[config.mk]
export PLATFORM = sky130hd
export DESIGN_NAME = iotg_top
export DESIGN_NICKNAME = d
export VERILOG_FILES = /design/src/iotg_pkg.sv /design/src/iotg_top.sv /design/src/iotg_fifo.sv
export VERILOG_INCLUDE_DIRS = /design/src
export SDC_FILE = /design/constraint.sdc
export NUM_CORES = 2
export LEC_CHECK = 0
export BUFFER_PORTS_ARGS = -buffer_cell sky130_fd_sc_hd__buf_2
export CORE_UTILIZATION = 35
export CTS_CLUSTER_SIZE = 16
export DETAILED_ROUTE_END_ITERATION = 10
export GPL_TIMING_DRIVEN = 1
export PLACE_DENSITY_LB_ADDON = 0.15
export SLEW_MARGIN = 25
export SYNTH_ARGS = -nofsm -noshare
export SYNTH_HDL_FRONTEND = slang
export SYNTH_SLANG_ARGS = --single-unit
[constraint.sdc]
create_clock -name clock -period 12.5 [get_ports clock]
set_input_delay 1.25 -clock clock [delete_from_list [all_inputs] [get_ports clock]]
set_output_delay 1.25 -clock clock [all_outputs]
set_load 0.01 [all_outputs]
[src/iotg_regs.svh]
// Behaviour
// - Requests come from a fixed list, issued in the same order every run.
// - Only transaction types enabled by the supported-type mask are issued.
// - Expected responses are recorded per request and returned ones compared.
// - Response checking runs only under automatic stimulus.
// - Write payloads addressed inside the scratch window are stored locally.
// - Writes outside the scratch window needing no response are dropped.
// - Streaming writes never produce a response.
// - Reads inside the scratch window return the stored local data.
// - Reads outside the scratch window return an incrementing pattern.
// - Responses leave in the order their requests arrived.
// - Response priority is request priority plus one, saturating at 3.
// - Selector 0 uses the external interfaces; 1 uses the internal generators.
// - Condensed mode adds an adapter merging requests and responses onto one channel per direction.
`ifndef IOTG_REGS_SVH
`define IOTG_REGS_SVH

`define IOTG_TTYPE_W      4
`define IOTG_TID_W        8
`define IOTG_PRIO_W       2
`define IOTG_ADDR_W       32
`define IOTG_DATA_W       64
`define IOTG_SCRATCH_HI   16'h0012
`define IOTG_WIN_LSB      16
`define IOTG_WORD_LSB     3
`define IOTG_PRIO_STEP    2'h1
`define IOTG_PRIO_MAX     2'h3
`define IOTG_PEND_W       4
`define IOTG_MEM_IDX_W    4
`define IOTG_FIFO_DEPTH   4
`define IOTG_LIST_N       8
`define IOTG_SUPPORTED    16'h001F
`define IOTG_MISS_W       8

`endif

[src/iotg_pkg.sv]
`include "iotg_regs.svh"
package iotg_pkg;

  typedef enum logic [`IOTG_TTYPE_W-1:0] {
    IOTG_NREAD    = 4'h0,
    IOTG_NWRITE   = 4'h1,
    IOTG_NWRITE_R = 4'h2,
    IOTG_SWRITE   = 4'h3,
    IOTG_DOORBELL = 4'h4,
    IOTG_RESP_NOD = 4'h8,
    IOTG_RESP_DAT = 4'h9
  } iotg_ttype_t;

  typedef struct packed {
    iotg_ttype_t               ttype;
    logic [`IOTG_TID_W-1:0]    tid;
    logic [`IOTG_PRIO_W-1:0]   prio;
    logic [`IOTG_ADDR_W-1:0]   addr;
    logic [`IOTG_DATA_W-1:0]   data;
  } iotg_pkt_t;

  typedef struct packed {
    iotg_ttype_t               ttype;
    logic [`IOTG_PRIO_W-1:0]   prio;
    logic [`IOTG_ADDR_W-1:0]   addr;
    logic [`IOTG_DATA_W-1:0]   data;
  } iotg_instr_t;

  typedef iotg_instr_t iotg_list_t [`IOTG_LIST_N];

  localparam iotg_list_t IOTG_LIST = '{
    '{IOTG_NWRITE_R, 2'h0, 32'h0012_0008, 64'h0123_4567_89AB_CDEF},
    '{IOTG_NREAD,    2'h1, 32'h0012_0008, 64'h0000_0000_0000_0000},
    '{IOTG_SWRITE,   2'h0, 32'h0012_0010, 64'hFEDC_BA98_7654_3210},
    '{IOTG_DOORBELL, 2'h2, 32'h0000_0000, 64'h0000_0000_0000_00A5},
    '{IOTG_NWRITE,   2'h1, 32'h0040_0000, 64'h5A5A_5A5A_5A5A_5A5A},
    '{IOTG_NREAD,    2'h0, 32'h0040_0020, 64'h0000_0000_0000_0000},
    '{IOTG_NREAD,    2'h2, 32'h0012_0010, 64'h0000_0000_0000_0000},
    '{IOTG_NWRITE_R, 2'h1, 32'h0012_0018, 64'h1111_2222_3333_4444}
  };

endpackage

[src/iotg_top.sv]
`timescale 1ns/1ps
`default_nettype none
module iotg_top
  import iotg_pkg::*;
#(
  parameter bit                   AUTO_IO_STIMULUS_SELECT = 1'b1,
  parameter bit                   CONDENSED_IO            = 1'b0,
  parameter logic [15:0]          SUPPORTED_TYPES         = `IOTG_SUPPORTED,
  parameter int                   FIFO_DEPTH              = `IOTG_FIFO_DEPTH,
  parameter int                   MEM_IDX_W               = `IOTG_MEM_IDX_W
) (
  input  wire logic                    clock,
  input  wire logic                    rstn,
  // Separate initiator / target channels
  output var  logic                    ireqValid,
  input  wire logic                    ireqReady,
  output iotg_pkt_t                    ireq,
  input  wire logic                    irespValid,
  output var  logic                    irespReady,
  input  wire iotg_pkt_t               iresp,
  input  wire logic                    treqValid,
  output var  logic                    treqReady,
  input  wire iotg_pkt_t               treq,
  output var  logic                    trespValid,
  input  wire logic                    trespReady,
  output iotg_pkt_t                    tresp,
  // Condensed channels
  output var  logic                    iotxValid,
  input  wire logic                    iotxReady,
  output iotg_pkt_t                    iotx,
  input  wire logic                    iorxValid,
  output var  logic                    iorxReady,
  input  wire iotg_pkt_t               iorx,
  // External user side
  input  wire logic                    userIreqValid,
  output var  logic                    userIreqReady,
  input  wire iotg_pkt_t               userIreq,
  output var  logic                    userIrespValid,
  input  wire logic                    userIrespReady,
  output iotg_pkt_t                    userIresp,
  output var  logic                    userTreqValid,
  input  wire logic                    userTreqReady,
  output iotg_pkt_t                    userTreq,
  input  wire logic                    userTrespValid,
  output var  logic                    userTrespReady,
  input  wire iotg_pkt_t               userTresp,
  // Status
  output var  logic                    exerciseDone,
  output var  logic                    mismatch,
  output var  logic [`IOTG_MISS_W-1:0] mismatchCount
);
  localparam int PW = `IOTG_PEND_W;
  localparam int LW = $clog2(`IOTG_LIST_N);
  localparam int W  = $bits(iotg_pkt_t);

  // ----------------------------------------------------------------
  // FIFO handshakes
  // ----------------------------------------------------------------
  logic      txReqInValid,  txReqInReady,  txReqOutValid,  txReqOutReady;
  logic      txRspInValid,  txRspInReady,  txRspOutValid,  txRspOutReady;
  logic      rxRspInValid,  rxRspInReady,  rxRspOutValid,  rxRspOutReady;
  logic      rxReqInValid,  rxReqInReady,  rxReqOutValid,  rxReqOutReady;
  iotg_pkt_t txReqIn, txReqOut, txRspIn, txRspOut;
  iotg_pkt_t rxRspIn, rxRspOut, rxReqIn, rxReqOut;

  // ----------------------------------------------------------------
  // Request generator
  // ----------------------------------------------------------------
  logic [LW-1:0]          listIdx;
  logic                   listDone;
  logic [PW-1:0]          tidCount;
  logic [(1<<PW)-1:0]     pendValid;
  iotg_ttype_t            pendType [1<<PW];
  iotg_instr_t            curInstr;
  logic                   curSupported;
  logic                   curNeedsResp;
  logic                   genValid;
  logic                   genFire;
  logic                   listStep;
  iotg_pkt_t              genPkt;
  iotg_ttype_t            curExpect;

  assign curInstr     = IOTG_LIST[listIdx];
  assign curSupported = SUPPORTED_TYPES[curInstr.ttype];
  assign curNeedsResp = (curInstr.ttype == IOTG_NREAD) || (curInstr.ttype == IOTG_NWRITE_R)
                        || (curInstr.ttype == IOTG_DOORBELL);
  assign curExpect    = (curInstr.ttype == IOTG_NREAD) ? IOTG_RESP_DAT : IOTG_RESP_NOD;
  assign genValid     = !listDone && curSupported && !pendValid[tidCount];
  assign genFire      = genValid && txReqInReady;
  assign listStep     = !listDone && (!curSupported || genFire);
  assign genPkt       = '{ttype: curInstr.ttype, tid: `IOTG_TID_W'(tidCount), prio: curInstr.prio,
                           addr: curInstr.addr, data: curInstr.data};

  always_ff @(posedge clock or negedge rstn) begin
    if (!rstn) begin
      listIdx  <= '0;
      listDone <= 1'b0;
      tidCount <= '0;
    end else begin
      if (listStep) begin
        listIdx  <= listIdx + LW'(1);
        listDone <= (listIdx == LW'(`IOTG_LIST_N - 1));
      end
      if (genFire) begin
        tidCount <= tidCount + PW'(1);
      end
    end
  end

  // ----------------------------------------------------------------
  // Response checker
  // ----------------------------------------------------------------
  logic          chkFire;
  logic [PW-1:0] chkIdx;
  logic          chkBad;

  assign chkFire = AUTO_IO_STIMULUS_SELECT && rxRspOutValid;
  assign chkIdx  = rxRspOut.tid[PW-1:0];
  assign chkBad  = !pendValid[chkIdx] || (pendType[chkIdx] != rxRspOut.ttype)
                   || (rxRspOut.tid[`IOTG_TID_W-1:PW] != '0);

  always_ff @(posedge clock or negedge rstn) begin
    if (!rstn) begin
      pendValid     <= '0;
      mismatch      <= 1'b0;
      mismatchCount <= '0;
      exerciseDone  <= 1'b0;
    end else begin
      for (int i = 0; i < (1<<PW); i++) begin
        if (AUTO_IO_STIMULUS_SELECT && genFire && curNeedsResp && tidCount == PW'(i)) begin
          pendValid[i] <= 1'b1;
        end else if (chkFire && chkIdx == PW'(i)) begin
          pendValid[i] <= 1'b0;
        end
      end
      if (chkFire && chkBad) begin
        mismatch      <= 1'b1;
        mismatchCount <= mismatchCount + `IOTG_MISS_W'(1);
      end
      exerciseDone <= AUTO_IO_STIMULUS_SELECT && listDone && (pendValid == '0);
    end
  end

  always_ff @(posedge clock) begin
    if (genFire) begin
      pendType[tidCount] <= curExpect;
    end
  end

  // ----------------------------------------------------------------
  // Target responder
  // ----------------------------------------------------------------
  logic [`IOTG_DATA_W-1:0] scratch [1<<MEM_IDX_W];
  logic [`IOTG_DATA_W-1:0] pattern;
  logic                    rqInWin;
  logic [MEM_IDX_W-1:0]    rqIdx;
  logic                    rqIsWrite;
  logic                    rqNeedsResp;
  logic                    rqTake;
  logic                    rqStore;
  logic                    rqPattern;
  iotg_pkt_t               rspPkt;

  assign rqInWin     = rxReqOut.addr[`IOTG_ADDR_W-1:`IOTG_WIN_LSB] == `IOTG_SCRATCH_HI;
  assign rqIdx       = rxReqOut.addr[`IOTG_WORD_LSB +: MEM_IDX_W];
  assign rqIsWrite   = (rxReqOut.ttype == IOTG_NWRITE) || (rxReqOut.ttype == IOTG_NWRITE_R)
                       || (rxReqOut.ttype == IOTG_SWRITE);
  assign rqNeedsResp = (rxReqOut.ttype == IOTG_NREAD) || (rxReqOut.ttype == IOTG_NWRITE_R)
                       || (rxReqOut.ttype == IOTG_DOORBELL);
  assign rqTake      = AUTO_IO_STIMULUS_SELECT && rxReqOutValid && (!rqNeedsResp || txRspInReady);
  assign rqStore     = rqTake && rqIsWrite && rqInWin;
  assign rqPattern   = rqTake && (rxReqOut.ttype == IOTG_NREAD) && !rqInWin;

  always_comb begin
    rspPkt      = '0;
    rspPkt.tid  = rxReqOut.tid;
    rspPkt.prio = (rxReqOut.prio == `IOTG_PRIO_MAX) ? `IOTG_PRIO_MAX
                  : rxReqOut.prio + `IOTG_PRIO_STEP;
    rspPkt.addr = rxReqOut.addr;
    if (rxReqOut.ttype == IOTG_NREAD) begin
      rspPkt.ttype = IOTG_RESP_DAT;
      rspPkt.data  = rqInWin ? scratch[rqIdx] : pattern;
    end else begin
      rspPkt.ttype = IOTG_RESP_NOD;
    end
  end

  always_ff @(posedge clock or negedge rstn) begin
    if (!rstn) begin
      pattern <= '0;
    end else if (rqPattern) begin
      pattern <= pattern + `IOTG_DATA_W'(1);
    end
  end

  always_ff @(posedge clock) begin
    if (rqStore) begin
      scratch[rqIdx] <= rxReqOut.data;
    end
  end

  // ----------------------------------------------------------------
  // Source selection
  // ----------------------------------------------------------------
  assign txReqInValid   = AUTO_IO_STIMULUS_SELECT ? genValid : userIreqValid;
  assign txReqIn        = AUTO_IO_STIMULUS_SELECT ? genPkt : userIreq;
  assign txRspInValid   = AUTO_IO_STIMULUS_SELECT ? (rxReqOutValid && rqNeedsResp)
                                                  : userTrespValid;
  assign txRspIn        = AUTO_IO_STIMULUS_SELECT ? rspPkt : userTresp;
  assign rxRspOutReady  = AUTO_IO_STIMULUS_SELECT ? 1'b1 : userIrespReady;
  assign rxReqOutReady  = AUTO_IO_STIMULUS_SELECT ? rqTake : userTreqReady;
  assign userIreqReady  = !AUTO_IO_STIMULUS_SELECT && txReqInReady;
  assign userTrespReady = !AUTO_IO_STIMULUS_SELECT && txRspInReady;
  assign userIrespValid = !AUTO_IO_STIMULUS_SELECT && rxRspOutValid;
  assign userIresp      = rxRspOut;
  assign userTreqValid  = !AUTO_IO_STIMULUS_SELECT && rxReqOutValid;
  assign userTreq       = rxReqOut;

  // ----------------------------------------------------------------
  // Link side: separate or condensed channels
  // ----------------------------------------------------------------
  logic rxIsResp;
  assign rxIsResp = CONDENSED_IO ? iorx.ttype[`IOTG_TTYPE_W-1] : 1'b1;

  generate
    if (CONDENSED_IO) begin : gCondensed
      logic txSlotFree;
      assign txSlotFree    = !iotxValid || iotxReady;
      assign txRspOutReady = txSlotFree;
      assign txReqOutReady = txSlotFree && !txRspOutValid;
      always_ff @(posedge clock or negedge rstn) begin
        if (!rstn) begin
          iotxValid <= 1'b0;
          iotx      <= '0;
        end else if (txSlotFree) begin
          iotxValid <= txRspOutValid || txReqOutValid;
          iotx      <= txRspOutValid ? txRspOut : txReqOut;
        end
      end
      assign rxRspInValid = iorxValid && rxIsResp;
      assign rxReqInValid = iorxValid && !rxIsResp;
      assign rxRspIn      = iorx;
      assign rxReqIn      = iorx;
      assign iorxReady    = rxIsResp ? rxRspInReady : rxReqInReady;
      assign ireqValid    = 1'b0;
      assign ireq         = '0;
      assign trespValid   = 1'b0;
      assign tresp        = '0;
      assign irespReady   = 1'b0;
      assign treqReady    = 1'b0;
    end else begin : gSeparate
      assign ireqValid     = txReqOutValid;
      assign ireq          = txReqOut;
      assign txReqOutReady = ireqReady;
      assign trespValid    = txRspOutValid;
      assign tresp         = txRspOut;
      assign txRspOutReady = trespReady;
      assign rxRspInValid  = irespValid;
      assign rxRspIn       = iresp;
      assign irespReady    = rxRspInReady;
      assign rxReqInValid  = treqValid;
      assign rxReqIn       = treq;
      assign treqReady     = rxReqInReady;
      assign iotxValid     = 1'b0;
      assign iotx          = '0;
      assign iorxReady     = 1'b0;
    end
  endgenerate

  // ----------------------------------------------------------------
  // Buffers
  // ----------------------------------------------------------------
  iotg_fifo #(.WIDTH(W), .DEPTH(FIFO_DEPTH)) uTxReq (
    .clock    (clock),
    .rstn     (rstn),
    .inValid  (txReqInValid),
    .inReady  (txReqInReady),
    .inData   (txReqIn),
    .outValid (txReqOutValid),
    .outReady (txReqOutReady),
    .outData  (txReqOut)
  );

  iotg_fifo #(.WIDTH(W), .DEPTH(FIFO_DEPTH)) uTxRsp (
    .clock    (clock),
    .rstn     (rstn),
    .inValid  (txRspInValid),
    .inReady  (txRspInReady),
    .inData   (txRspIn),
    .outValid (txRspOutValid),
    .outReady (txRspOutReady),
    .outData  (txRspOut)
  );

  iotg_fifo #(.WIDTH(W), .DEPTH(FIFO_DEPTH)) uRxRsp (
    .clock    (clock),
    .rstn     (rstn),
    .inValid  (rxRspInValid),
    .inReady  (rxRspInReady),
    .inData   (rxRspIn),
    .outValid (rxRspOutValid),
    .outReady (rxRspOutReady),
    .outData  (rxRspOut)
  );

  iotg_fifo #(.WIDTH(W), .DEPTH(FIFO_DEPTH)) uRxReq (
    .clock    (clock),
    .rstn     (rstn),
    .inValid  (rxReqInValid),
    .inReady  (rxReqInReady),
    .inData   (rxReqIn),
    .outValid (rxReqOutValid),
    .outReady (rxReqOutReady),
    .outData  (rxReqOut)
  );
endmodule
`default_nettype wire

[src/iotg_fifo.sv]
`timescale 1ns/1ps
`default_nettype none
module iotg_fifo #(
  parameter int WIDTH = 8,
  parameter int DEPTH = 4
) (
  input  wire logic             clock,
  input  wire logic             rstn,
  input  wire logic             inValid,
  output var  logic             inReady,
  input  wire logic [WIDTH-1:0] inData,
  output var  logic             outValid,
  input  wire logic             outReady,
  output logic      [WIDTH-1:0] outData
);
  localparam int PW = (DEPTH > 1) ? $clog2(DEPTH) : 1;

  logic [WIDTH-1:0] mem [DEPTH];
  logic [PW-1:0]    wrPtr;
  logic [PW-1:0]    rdPtr;
  logic [PW:0]      count;
  logic [PW:0]      next_count;
  wire              push = inValid && inReady;
  wire              pop  = outValid && outReady;

  assign outData = mem[rdPtr];

  always_comb begin
    next_count = count;
    if (push && !pop) begin
      next_count = count + (PW+1)'(1);
    end else if (pop && !push) begin
      next_count = count - (PW+1)'(1);
    end
  end

  always_ff @(posedge clock or negedge rstn) begin
    if (!rstn) begin
      wrPtr    <= '0;
      rdPtr    <= '0;
      count    <= '0;
      inReady  <= 1'b0;
      outValid <= 1'b0;
    end else begin
      if (push) begin
        wrPtr <= (wrPtr == PW'(DEPTH-1)) ? '0 : wrPtr + PW'(1);
      end
      if (pop) begin
        rdPtr <= (rdPtr == PW'(DEPTH-1)) ? '0 : rdPtr + PW'(1);
      end
      count    <= next_count;
      inReady  <= (next_count != (PW+1)'(DEPTH));
      outValid <= (next_count != '0);
    end
  end

  always_ff @(posedge clock) begin
    if (push) begin
      mem[wrPtr] <= inData;
    end
  end
endmodule
`default_nettype wire

Yosys cells after proc, flatten, opt, wreduce, memory -nomap -nowiden
Memories as Yosys holds them, arrays and structs flattened.
Cells that the tools add are included.
{"block": "op_classes", "addsub": 21, "n_lt_le_gt_ge": 4, "n_eq_ne": 52, "muxes": 70, "bitwise_logic": 1, "n_reduce_logical": 109}
{"operator": "2-to-1 mux 102 bit", "n": 2}
{"operator": "2-to-1 mux 64 bit", "n": 2}
{"operator": "adder 64 x 1 -> 64 bit (second input constant)", "n": 1}
{"operator": "equality test 4 bit (second input constant)", "n": 16}
{"operator": "logical AND 1 bit", "n": 59}
{"operator": "2-to-1 mux 1 bit", "n": 47}
{"operator": "equality test 4 x 3 -> 1 bit (second input constant)", "n": 10}
{"operator": "nonzero test 2 bit", "n": 16}
{"operator": "equality test 4 x 2 -> 1 bit (second input constant)", "n": 7}
{"operator": "2-to-1 mux 3 bit", "n": 8}
{"operator": "adder 2 x 1 -> 2 bit (second input constant)", "n": 9}
{"operator": "equality test 2 bit (second input constant)", "n": 9}
{"operator": "2-to-1 mux 2 bit", "n": 9}
{"operator": "equality test 16 x 5 -> 1 bit (second input constant)", "n": 1}
{"operator": "zero test 16 bit", "n": 1}
{"operator": "zero test 4 bit", "n": 4}
{"operator": "adder 3 x 1 -> 3 bit (second input constant)", "n": 5}
{"operator": "< comparator 4 x 5 -> 1 bit (second input constant)", "n": 3}
{"operator": "zero test 1 bit", "n": 14}
{"operator": "equality test 4 x 1 -> 1 bit (second input constant)", "n": 3}
{"operator": "inequality test 3 bit (second input constant)", "n": 4}
{"operator": "nonzero test 3 bit", "n": 4}
{"operator": "subtractor 3 x 1 -> 3 bit (second input constant)", "n": 4}
{"operator": "logical OR 1 bit", "n": 10}
{"operator": "8 further kinds", "n": 9}
{"block": "totals", "regBits": 134, "ramBits": 2772, "romBits": 832, "out_inout_bits": 570, "wordCells": 308, "memories": 8}
{"name": "scratch", "words": 16, "width": 64, "rd": 1, "rd_ports_with_merged_regs": 0, "wr": 1, "line_no": "iotg_top.sv:153", "text": "logic [`IOTG_DATA_W-1:0] scratch [1<<MEM_IDX_W];"}
{"name": "(name not given)", "words": 8, "width": 102, "rd": 1, "rd_ports_with_merged_regs": 0, "wr": 0, "line_no": "iotg_top.sv:83", "text": "assign curInstr = IOTG_LIST[listIdx];"}
{"name": "uRxReq.mem", "words": 4, "width": 110, "rd": 1, "rd_ports_with_merged_regs": 0, "wr": 1, "line_no": "iotg_fifo.sv:18", "text": "logic [WIDTH-1:0] mem [DEPTH];"}
{"name": "uRxRsp.mem", "words": 4, "width": 110, "rd": 1, "rd_ports_with_merged_regs": 0, "wr": 1, "line_no": "iotg_fifo.sv:18"}
{"name": "uTxRsp.mem", "words": 4, "width": 107, "rd": 1, "rd_ports_with_merged_regs": 0, "wr": 1, "line_no": "iotg_fifo.sv:18"}
{"name": "uTxReq.mem", "words": 4, "width": 106, "rd": 1, "rd_ports_with_merged_regs": 0, "wr": 1, "line_no": "iotg_fifo.sv:18"}
{"name": "2 more memories"}

Depth between registers and ports, before layout
{"block": "depth", "depth_word": 14, "mapped_depth": 12, "depth_no_buf": 10}

Modules after synthesis
A second synthesis with hierarchy kept.
{"block": "hier_totals", "cells_unflattened": 4809, "hier_area_um2": 111733.4}
{"module": "iotg_top", "instances": 1, "cells_each": 2311, "area_per_inst_um2": 45949.1}
{"module": "iotg_fifo at uRxRsp ...", "instances": 2, "cells_each": 623, "area_per_inst_um2": 16472.0}
{"module": "iotg_fifo at uTxRsp", "instances": 1, "cells_each": 626, "area_per_inst_um2": 16423.3}
{"module": "iotg_fifo at uRxReq", "instances": 1, "cells_each": 626, "area_per_inst_um2": 16417.0}

Worst setup path after synthesis
Ideal clock, no wire load.
{"block": "synth_timing", "kind": "flip-flop to flip-flop", "startpoint": "reg uRxReq.rdPtr[0]", "endpoint": "mem scratch[3][0] in the netlist's numbering, enable pin", "setup_time_ps": 564, "arrival_ps": 6784, "required_ps": 11936, "slack_ps": 5152, "path_stages_with_launch": 11, "n_path_buf": 5, "period_less_slack_ps": 7348, "cell_sequence": "dfrtp_1 > buf_6 > buf_2 > mux4_2 > clkbuf_1 > buf_2 > clkbuf_1 > inv_1 > nor2_1 > nand2_1 > nor3_1"}
{"item": "from (decl)", "line_no": "iotg_fifo.sv:20", "text": "logic [PW-1:0] rdPtr;"}
{"item": "from (signal assigned)", "line_no": "iotg_fifo.sv:49", "text": "rdPtr <= (rdPtr == PW'(DEPTH-1)) ? '0 : rdPtr + PW'(1);"}
{"item": "to (decl)", "line_no": "iotg_top.sv:153"}

==> results.json <==
{
  "nets": 5749,
  "use_met2": 0.297,
  "grt_pass1_vias": 47400,
  "start_util": 0.352,
  "final_max_slew_viol_count": 0,
  "fillCellCount": 25000,
  "drt-vias-per-instance": 5.02,
  "crit_buf_inv": 4,
  "antenna_found_initial": 51,
  "setup_viol": 0,
  "period_needed_ns": 6.38,
  "grt_max_degree": 101,
  "worst_path_largest_cell_delay_ns": 0.91,
  "fmax_mhz": 157,
  "final.setup.tns_ns": 0,
  "avgSynthCellArea_um2": 22.5,
  "clkTransAtPathRegs_ns": 0.06,
  "ys_types": 54,
  "max_cap_violations": 0,
  "synthesis.area_um2": 99200,
  "post_cts_resized": 0,
  "placed_cells": 8594,
  "routed-via-count": 45900,
  "cp.required_ns": 13.04,
  "worstSetupPathType": "reg2reg",
  "synthCells": 4398,
  "relSlewSlack": 0.282,
  "fp.dieArea_um2": 285000,
  "finalWirelength_um": 256000,
  "ys_warn_count": 0,
  "hold_viol_final": 0,
  "cts-root-buf": "clkbuf_16",
  "num_rows": 195,
  "holdWs_ns": 0.286,
  "gr-max-usage-layer": "met2",
  "clock_sinks": 2574,
  "wl_per_cell_um": 28.0,
  "die_height_um": 534,
  "crit_chain": "buf_4 -> mux2i_1 -> nand2_1 -> o21ai_1 -> inv_8 -> buf_4 -> buf_4 -> mux4_2 -> mux4_2 -> mux2i_1 -> nor2_1",
  "ff_latch_area_um2": 76600,
  "hpwl_um": 153000,
  "use_met3": 0.0365,
  "grt_pass1_wl_um": 362000,
  "cts_setup_buffers": 0,
  "h-tree-depth": 5,
  "yosys_register_bits": 2574,
  "multi_input_area_um2": 20500,
  "power_density_nw_per_um2": 246,
  "skew_ns": 0.0490,
  "yosysSeqAreaShare": 0.773,
  "cp.arrival_ns": 6.92,
  "cp-start-kind": "register",
  "drtIter0Drc": 3477,
  "final_util": 0.409,
  "crit_top_cell": "buf_4",
  "grtUsageMet1": 0.237,
  "ir_drop_mv": 0.232,
  "areaGrowthSynthToFinish_pct": 16.4,
  "final_cell_mix": "edfxtp_1 (2440), mux4_2 (670), buf_2 (644)",
  "grt_use_total": 0.177,
  "instances_no_fill": 9138,
  "gp_congestion": 0.737,
  "power_uw": 28500,
  "synth-edff-count": 2440,
  "cts_hold_buf": 0,
  "die_x_um": 534,
  "leakagePower_uw": 0.0390,
  "hp-class": "in2async",
  "worstMarginPinSlew_ns": 1.08,
  "status": "complete, no violations",
  "ios": 1132,
  "coreArea_um2": 282000,
  "rsz0062_at_grt": "false",
  "cp_max_fo": 58,
  "crit_family": "buffers and inverters",
  "cts.path.max_buffers": 4,
  "synthArstFlopShare": 0.0521,
  "grt_overflow": 0,
  "cts_tree": "built",
  "layout_commonest_cell": "edfxtp_1",
  "clock_latency_ns": 0.88,
  "first_pass_iters": 5,
  "ant_nets": 0,
  "drive_gt1_frac": 0.351,
  "finalCritPeriodShare": 0.510,
  "endpoint_kind": "register",
  "cts_buffers": 291,
  "drcViolationCount": 0,
  "synth_flop_cell": "edfxtp_1",
  "slowest_stage": "dfrtp_4",
  "portBuffers": 645
}
-- path summary, 6_finish.rpt --
path                                              start                            to  slack (ns)  depth (start not counted)
hold / removal                                     rstn        exerciseDone$_DFF_PN0_        0.29                          1
setup / recovery            uRxReq.rdPtr[1]$_DFFE_PN0P_   uTxRsp.mem[0][28]$_DFFE_PP_        6.12                         11
min in group clock         mismatchCount[7]$_DFFE_PN0P_  mismatchCount[7]$_DFFE_PN0P_        0.47                          1
max in group asynchronous                          rstn       pattern[35]$_DFFE_PN0P_       10.41                          3
setup reg to reg            uRxReq.rdPtr[1]$_DFFE_PN0P_   uTxRsp.mem[0][28]$_DFFE_PP_        6.12                         11
hold reg to reg            mismatchCount[7]$_DFFE_PN0P_  mismatchCount[7]$_DFFE_PN0P_        0.47                          1
-- final cells by class --
| type | instances | share of cell area |
|---|---|---|
| clock buffers | 350 | 0.0664 |
| inverters | 35 | 0.00120 |
| clock inverters | 169 | 0.0145 |
| well taps | 3743 | 0.0406 |
| repair buffers | 742 | 0.0349 |
| flip-flops and latches | 2574 | 0.664 |
| multi-input cells | 1502 | 0.178 |
| diodes | 23 | 0.000499 |
-- flip-flops by register name, summed over array words and instances (netlist names), 3 cells and up --
name	count
uTxReq.mem	92
uRxRsp.mem	440
listIdx	3
pendValid	16
uRxReq.count	3
uTxRsp.count	3
scratch	1024
uTxRsp.mem	428
uRxRsp.count	3
tidCount	4
pattern	64
uTxReq.count	3
pendType	16
mismatchCount	8
uRxReq.mem	440
-- layer usage --
| metal | up-vias | part of all wire |
|---|---|---|
| met5 | - | 0.00043 |
| li1 | 19400 | - |
| met2 | 1226 | 0.50 |
| met3 | 358 | 0.063 |
| met4 | 16 | 0.020 |
| met1 | 24900 | 0.42 |
-- through the flow --
| stage | area (um2) | setup WS (ns) |
|---|---|---|
| floorplan | 99700 | 5.15 |
| global placement | 106000 | 5.75 |
| detailed placement | 106000 | 5.78 |
| CTS | 115000 | 5.74 |
| global route | 115000 | 5.73 |
| finish | 115000 | 6.12 |
-- report_power, final --
group,switching (uW),internal (uW),total [uW]
clock,3450,4910,8360
sequential,455,11200,11700
combinational,5010,3390,8400
-- cell usage after synthesis (2+ instances only) --
master	number	area [um2]
nor4_1	11	68.8
o21bai_1	3	22.5
inv_1	34	128
nor3_2	10	100
o21ai_0	18	90.1
and2_1	17	106
nand3_1	29	145
a22o_1	13	114
edfxtp_1	2440	73300
mux2i_1	82	821
buf_6	2	22.5
o31ai_1	4	30.0
or3_1	5	31.3
nor2_1	126	473
nor3b_1	2	15.0
mux4_2	673	15200
dfrtp_1	134	3350
a211o_1	5	43.8
nand4_1	34	213
xor2_1	22	193
xnor2_1	63	552
or2_2	4	25.0
a21o_1	8	60.1
mux2_2	11	124
nand2b_1	8	50.1
nand2_1	73	274
nor2b_1	6	37.5
a22oi_1	10	75.1
nor3_1	25	125
conb_1	2	7.51
buf_4	246	1850
and3_1	19	119
buf_2	8	40.0
buf_1	81	304
clkbuf_1	97	364
ha_1	41	513
a21oi_1	11	55.1
and4_1	5	43.8
-- cell families after synthesis --
logic type      after synthesis  share of synthesized area
xor+xnor                     85                    0.00751
buf+inv                     470                     0.0275
fa+ha+maj                    41                    0.00517
compound gates               77                    0.00533
flops                      2574                      0.773
other cells                   2                  0.0000757
mux                         766                      0.162
simple gates                383                     0.0192
-- worst reg2reg max path, cell delays in order (launching register included) --
cell	delay, ns
dfrtp_4	0.91
buf_4	0.73
mux2i_1	0.16
nand2_1	0.09
o21ai_1	0.31
inv_8	0.51
buf_4	0.82
buf_4	0.81
mux4_2	0.50
mux4_2	0.52
mux2i_1	0.51
nor2_1	0.18
Note: power is estimated with default switching activity, not from simulation.
